File: config.mk
export PLATFORM = sky130hd
export DESIGN_NAME = den_enable_reg
export DESIGN_NICKNAME = d
export VERILOG_FILES = /design/src/rtl/den_enable_reg.v /design/src/rtl/den_clk_gate.v
export VERILOG_INCLUDE_DIRS = /design/src /design/src/rtl
export SDC_FILE = /design/constraint.sdc
export NUM_CORES = 1
export LEC_CHECK = 0
export ABC_AREA = 1
export BUFFER_PORTS_ARGS = -buffer_cell sky130_fd_sc_hd__buf_4
export CAP_MARGIN = 20
export CELL_PAD_IN_SITES_DETAIL_PLACEMENT = 0
export CELL_PAD_IN_SITES_GLOBAL_PLACEMENT = 1
export CORE_UTILIZATION = 31
export CTS_CLUSTER_DIAMETER = 40
export DETAILED_ROUTE_END_ITERATION = 10
export GPL_ROUTABILITY_DRIVEN = 0
export PLACE_DENSITY_LB_ADDON = 0.05
export SYNTH_ARGS = -nofsm -noshare
export SYNTH_HDL_FRONTEND = slang
export SYNTH_SLANG_ARGS = --single-unit
File: constraint.sdc
create_clock -name clk -period 0.8 [get_ports clk]
set_input_delay 0.04 -clock clk [delete_from_list [all_inputs] [get_ports clk]]
set_output_delay 0.04 -clock clk [all_outputs]
set_load 0.005 [all_outputs]
File: src/rtl/den_map.vh
// register map constants for the digital enable register block
// assumes inclusion by bare name from the design files
`ifndef DEN_MAP_VH
`define DEN_MAP_VH
`define DEN_ADDR_W          8
`define DEN_DATA_W          8
`define DEN_REG_ENABLE      8'h27
`define DEN_RESET_VAL       8'h00
`define DEN_CH_LSB          4
`define DEN_CH_MSB          7
`define DEN_FIFO_BIT        3
`define DEN_CH_X            0
`define DEN_CH_Y            1
`define DEN_CH_Z            2
`define DEN_CH_TEMP         3
`define DEN_CH_NONE         4'h0
`define DEN_READ_UNMAPPED   8'h00
`endif

File: src/rtl/den_enable_reg.v
// digital enable register: channel enables and fifo clock gating
// assumes a serial host front end delivering single-cycle byte writes/reads
// Function
// RULE_01: upper nibble enables X, Y, Z, temperature
// RULE_02: valid channel settings go to all blocks
// RULE_03: fifo disabled stops fifo and memory clocks
// RULE_04: fifo enabled runs clock, normal operation
// RULE_05: register at 0x27, resets to zero
// RULE_06: invalid channel combination is ignored downstream
`timescale 1ns/1ps
`include "den_map.vh"
module den_enable_reg #(
	parameter ADDR_W = `DEN_ADDR_W
) (
	clk,
	arst_n,
	reg_addr,
	reg_wr,
	reg_wdata,
	reg_rd,
	reg_rdata,
	reg_value,
	x_en,
	y_en,
	z_en,
	temp_en,
	fifo_en,
	fifo_clk,
	cfg_invalid
);
	input  wire              clk;
	input  wire              arst_n;
	input  wire [ADDR_W-1:0] reg_addr;
	input  wire              reg_wr;
	input  wire [7:0]        reg_wdata;
	input  wire              reg_rd;
	output reg  [7:0]        reg_rdata;
	output reg  [7:0]        reg_value;
	output reg               x_en;
	output reg               y_en;
	output reg               z_en;
	output reg               temp_en;
	output reg               fifo_en;
	output wire              fifo_clk;
	output reg               cfg_invalid;

	// reset image split per field, so the logic holds no bare values
	localparam [7:0]        RESET_IMAGE   = `DEN_RESET_VAL;
	localparam [3:0]        RESET_CH      = RESET_IMAGE[`DEN_CH_MSB:`DEN_CH_LSB];
	localparam [0:0]        RESET_FIFO    = RESET_IMAGE[`DEN_FIFO_BIT];
	localparam [0:0]        RESET_INVALID = 1'b0;

	// the one address this block answers on
	localparam [ADDR_W-1:0] ENABLE_ADDR   = `DEN_REG_ENABLE;

	// decode nets
	wire                    wr_hit;
	wire                    rd_hit;
	wire [3:0]              ch_wr;
	wire                    ch_ok;
	wire [3:0]              ch_q;

	// next values, settled before each rising edge
	reg  [7:0]              value_d;
	reg  [3:0]              ch_d;
	reg                     fifo_d;
	reg                     invalid_d;
	reg  [7:0]              rdata_d;

	// a combination is valid when at least one channel is selected
	function ch_valid;
		input [3:0] ch;
		begin
			ch_valid = (ch != `DEN_CH_NONE);
		end
	endfunction

	// address decode shared by the write and the read path
	function addr_hit;
		input [ADDR_W-1:0] addr;
		begin
			addr_hit = (addr == ENABLE_ADDR);
		end
	endfunction

	// strobes qualified by the address; channel nibble of the write data
	assign wr_hit = reg_wr & addr_hit(reg_addr); // [RULE_05]
	assign rd_hit = reg_rd & addr_hit(reg_addr); // [RULE_05]
	assign ch_wr  = reg_wdata[`DEN_CH_MSB:`DEN_CH_LSB]; // [RULE_01]
	assign ch_ok  = ch_valid(ch_wr);
	assign ch_q   = {temp_en, z_en, y_en, x_en};

	// next-value logic below; every path assigns, so no latch can form

	// next stored byte: raw write data, so readback shows what was written
	always @* begin
		value_d = reg_value;
		if (wr_hit) begin
			value_d = reg_wdata;
		end
	end

	// next applied channels: only a valid nibble reaches the blocks
	always @* begin
		ch_d = ch_q;
		if (wr_hit) begin
			if (ch_ok) begin
				ch_d = ch_wr; // [RULE_01] [RULE_02]
			end else begin
				ch_d = ch_q; // [RULE_06]
			end
		end
	end

	// invalid flag tells software its last nibble was not applied
	always @* begin
		invalid_d = cfg_invalid;
		if (wr_hit) begin
			invalid_d = ~ch_ok; // [RULE_06]
		end
	end

	// fifo enable follows its bit whatever the channel nibble holds
	always @* begin
		fifo_d = fifo_en;
		if (wr_hit) begin
			fifo_d = reg_wdata[`DEN_FIFO_BIT]; // [RULE_03] [RULE_04]
		end
	end

	// read data: a hit shows the stored byte, other addresses read zero
	always @* begin
		rdata_d = reg_rdata;
		if (reg_rd) begin
			if (rd_hit) begin
				rdata_d = reg_value;
			end else begin
				rdata_d = `DEN_READ_UNMAPPED;
			end
		end
	end

	// registered outputs: one process each keeps every reset value in view

	// stored byte
	always @(posedge clk or negedge arst_n) begin
		if (!arst_n) begin
			reg_value <= RESET_IMAGE; // [RULE_05]
		end else begin
			reg_value <= value_d;
		end
	end

	// x axis enable
	always @(posedge clk or negedge arst_n) begin
		if (!arst_n) begin
			x_en <= RESET_CH[`DEN_CH_X]; // [RULE_05]
		end else begin
			x_en <= ch_d[`DEN_CH_X]; // [RULE_01] [RULE_02]
		end
	end

	// y axis enable
	always @(posedge clk or negedge arst_n) begin
		if (!arst_n) begin
			y_en <= RESET_CH[`DEN_CH_Y]; // [RULE_05]
		end else begin
			y_en <= ch_d[`DEN_CH_Y]; // [RULE_01] [RULE_02]
		end
	end

	// z axis enable
	always @(posedge clk or negedge arst_n) begin
		if (!arst_n) begin
			z_en <= RESET_CH[`DEN_CH_Z]; // [RULE_05]
		end else begin
			z_en <= ch_d[`DEN_CH_Z]; // [RULE_01] [RULE_02]
		end
	end

	// temperature channel enable
	always @(posedge clk or negedge arst_n) begin
		if (!arst_n) begin
			temp_en <= RESET_CH[`DEN_CH_TEMP]; // [RULE_05]
		end else begin
			temp_en <= ch_d[`DEN_CH_TEMP]; // [RULE_01] [RULE_02]
		end
	end

	// invalid combination flag
	always @(posedge clk or negedge arst_n) begin
		if (!arst_n) begin
			cfg_invalid <= RESET_INVALID;
		end else begin
			cfg_invalid <= invalid_d; // [RULE_06]
		end
	end

	// applied fifo enable
	always @(posedge clk or negedge arst_n) begin
		if (!arst_n) begin
			fifo_en <= RESET_FIFO; // [RULE_03] [RULE_05]
		end else begin
			fifo_en <= fifo_d; // [RULE_03] [RULE_04]
		end
	end

	// read data register, holds until the next read
	always @(posedge clk or negedge arst_n) begin
		if (!arst_n) begin
			reg_rdata <= RESET_IMAGE;
		end else begin
			reg_rdata <= rdata_d;
		end
	end

	// gated fifo clock: stopped while disabled, running when enabled;
	// it leaves through a gate, not a flop, since it is a clock
	den_clk_gate u_gate (
		.clk    (clk),
		.arst_n (arst_n),
		.en     (fifo_en), // [RULE_03] [RULE_04]
		.gclk   (fifo_clk)
	);
endmodule // den_enable_reg

File: src/rtl/den_clk_gate.v
// clock gate for the fifo and fifo memory clocks
// assumes clk runs free and arst_n is the block reset
`timescale 1ns/1ps
module den_clk_gate (
	clk,
	arst_n,
	en,
	gclk
);
	input  wire clk;
	input  wire arst_n;
	input  wire en;
	output wire gclk;

	reg         en_q;

	// enable retimed on the falling edge, so it only moves while clk is low;
	// no latch and no cut pulse, at the cost of half a cycle of delay
	always @(negedge clk or negedge arst_n) begin
		if (!arst_n) begin
			en_q <= 1'b0;
		end else begin
			en_q <= en;
		end
	end

	// gated clock stays low while the retimed enable is low
	assign gclk = clk & en_q; // [RULE_03] [RULE_04]
endmodule // den_clk_gate

==> results by group <==
Floorplanning
  – Initial Util: 32.8%
  – Core area: 2780 µm²
  – Die width: 56.2 µm
  – Io pins: 43
  – Row cnt: 19
  – Die area: 3160 µm²
  – Die span in y: 56.2 µm

Logic synthesis
  – Gate Count Post-Synth: 102
  – Synthesized cell area: 912 µm²
  – Cell variety after synth: 15
  – Asr flop ratio synth: 100%
  – Synthesized area per cell: 8.94 µm²
  – Top-count cell post-synth: nand2_1
  – Top cells by area, synth: dfrtp_1 (58%), nand2_1 (16%), inv_1 (8.6%)
  – Ys Warns: 0
  – Synth top cells by count: nand2_1 (38), dfrtp_1 (21), inv_1 (21), o22ai_1 (8)
  – Number of synthesized flops with an enable pin: 0
  – Yosys top cell area share: 57.6%
  – Syn Nets: 122
  – Yosys reg bits: 22
  – Post-synth top area cell: dfrtp_1
  – Sequential fraction of the synthesis area: 60.4%
  – Ys flop type: dfrtp_1

Drt
  – Drt wl/cell: 10.9 µm
  – # DRC: 0
  – First DRT Iteration DRCs: 26
  – Final wirelength: 2.30 mm
  – Vias after detailed routing: 896
  – Via/cell ratio: 4.25
  – ANT nets after route: 0
  – DRT Pass-1 Iters: 3

Hold path
  – Min-Delay Path Class: in2async

Worst setup path
  – CP Capture Type: output pin
  – Critical Path Max Stage Delay: 0.41 ns
  – Crit. Startpoint: u_gate.en_q
  – Critical path startpoint category: flip-flop
  – Reg-to-Reg Start: reg_value[3]
  – Worst Path Required: 0.76 ns
  – Crit-path max FO: 1
  – CP max stage cell: dfrtn_1
  – Worst path arrival time: 1.41 ns
  – Crit-path cells: nand2_1 > inv_2 > buf_6
  – Worst Setup Path Type: reg2out

STA
  – Setup total negative slack: -5.29 ns
  – Hold_ws: -0.0260 ns
  – Setup-failing EPs final: 28
  – Max_slew headroom: 86.1%
  – Final WS setup: -0.650 ns
  – Clock Skews: 0.00720 ns
  – Max-slew violations: 0
  – Endpoints failing hold: 10
  – RSZ-0062 raised after global routing: true
  – Slew @ Worst Pin: 0.208 ns

Placement
  – HPWL Detailed: 1.48 mm
  – I/O Buffers: 42

Global route
  – Grt total ovfl: 0
  – Initial antenna violation count: 0
  – Wire length of the first global-routing pass: 3.84 mm
  – Vias in the first global route: 911
  – GRT Total Usage: 16.5%
  – Largest net degree at the start of global routing: 14

Run status
  – Status: finished, violations left
  – Failing checks: negative hold slack, negative setup slack

Power
  – Pwr dens: 1390 nW/µm²
  – Worst vdd ir: 0.00106 V
  – Leak pwr: 0.000903 µW
  – Final Power: 2350 µW

Run
  – MaxCap Viol Count: 0

Clock tree
  – Skew-Pair Late Insertion Delay: 0.42 ns
  – Clock transition at path regs: 0.12 ns
  – CTS tree: done

Cells and area
  – P&R area growth vs syn: 84.4%
  – Share of cells above drive strength 1: 45.6%
  – ANT cells: 0
  – Final Net Count: 201
## through the flow
step	util, %	worst slack [ns]	std cells	hold WS (ns)	cell area, µm²
6_report	60.5	-0.650	211	-0.0260	1680
3_5_place_dp	46.3	-0.185	178	-0.118	1290
4_1_cts	58.8	-0.663	208	-0.0457	1640
3_3_place_gp	46.3	-0.172	178	-0.119	1290
2_1_floorplan	-	-0.173	102	-0.256	912
5_1_grt	60.5	-0.719	211	-0.0339	1680
## logic make-up (layout without fill, tap and decap cells)
family                 after synthesis  after routing  share of synthesized area [%]
AOI/OAI and AO/OA                    9              9                           6.45
buffers and inverters               25            103                           11.8
DFF                                 22             22                           60.4
and+or+nand+nor                     46             46                           21.4
## cell usage in the layout (no fill, tap or decap), drive strengths merged
cell type,Yosys,routed
dfrtn,1,1
o21ai,1,1
clkinv,1,1
nand3,2,2
dfrtp,21,21
inv,21,21
buf,3,64
nor2,4,4
clkbuf,0,7
nand4,1,1
dlygate4sd3,0,10
nand2,39,39
o22ai,8,8
## routing by layer
layer / vias up / wire [µm] / track usage, %
li1: 462 / - / -
met1: 409 / 972 / 18.3
met2: 23 / 1220 / 27.4
met3: 2 / 91 / 6.51
met4: 0 / 18 / 8.01
met5: - / 0 / 0
## power by group
part	internal [µW]	switching, µW	leakage (µW)	total (µW)
combinational	210	115	0.000549	325
sequential	1140	23.0	0.000305	1170
clock	451	403	0.0000490	854
## flip-flops by register name, summed over array words and instances, names as in the netlist
signal       cells
z_en             1
y_en             1
temp_en          1
reg_value        8
u_gate.en_q      1
x_en             1
reg_rdata        8
cfg_invalid      1
## cell type report
type / count / area [µm²]
Fill cell: 261 / 1100
Timing Repair Buffer: 73 / 674
Sequential cell: 22 / 551
Multi-Input combinational cell: 55 / 264
Inverter: 21 / 80.1
Clock buffer: 8 / 70.1
Tap cell: 31 / 38.8
Clock inverter: 1 / 3.75
## worst max-delay path: cells and delay by family (launching register included)
kind                   cells  cell delay [ns]
buffers and inverters      2             0.13
AND/OR/NAND/NOR            1             0.06
flip-flops                 1             0.41
## worst paths after layout
check,endpoint,slack (ns),cells after the start
worst max-delay path,fifo_clk,-0.65,3
worst min-delay path,reg_rdata[0],-0.03,2
worst max register to register,u_gate.en_q,-0.16,0
worst min register to register,y_en,0.52,2
max in group asynchronous,u_gate.en_q,0.38,2
min in group clk,reg_value[5],-0.02,4
## what timing repair did
action	CTS	global route
setup buffers	13	4
pin swaps	3	6
hold endpoints to repair	43	16
resized for setup	26	8
hold buffers	10	4
endpoints found under the setup margin	25	36
cloned	0	0
Note: power is estimated with default switching activity, not from simulation.
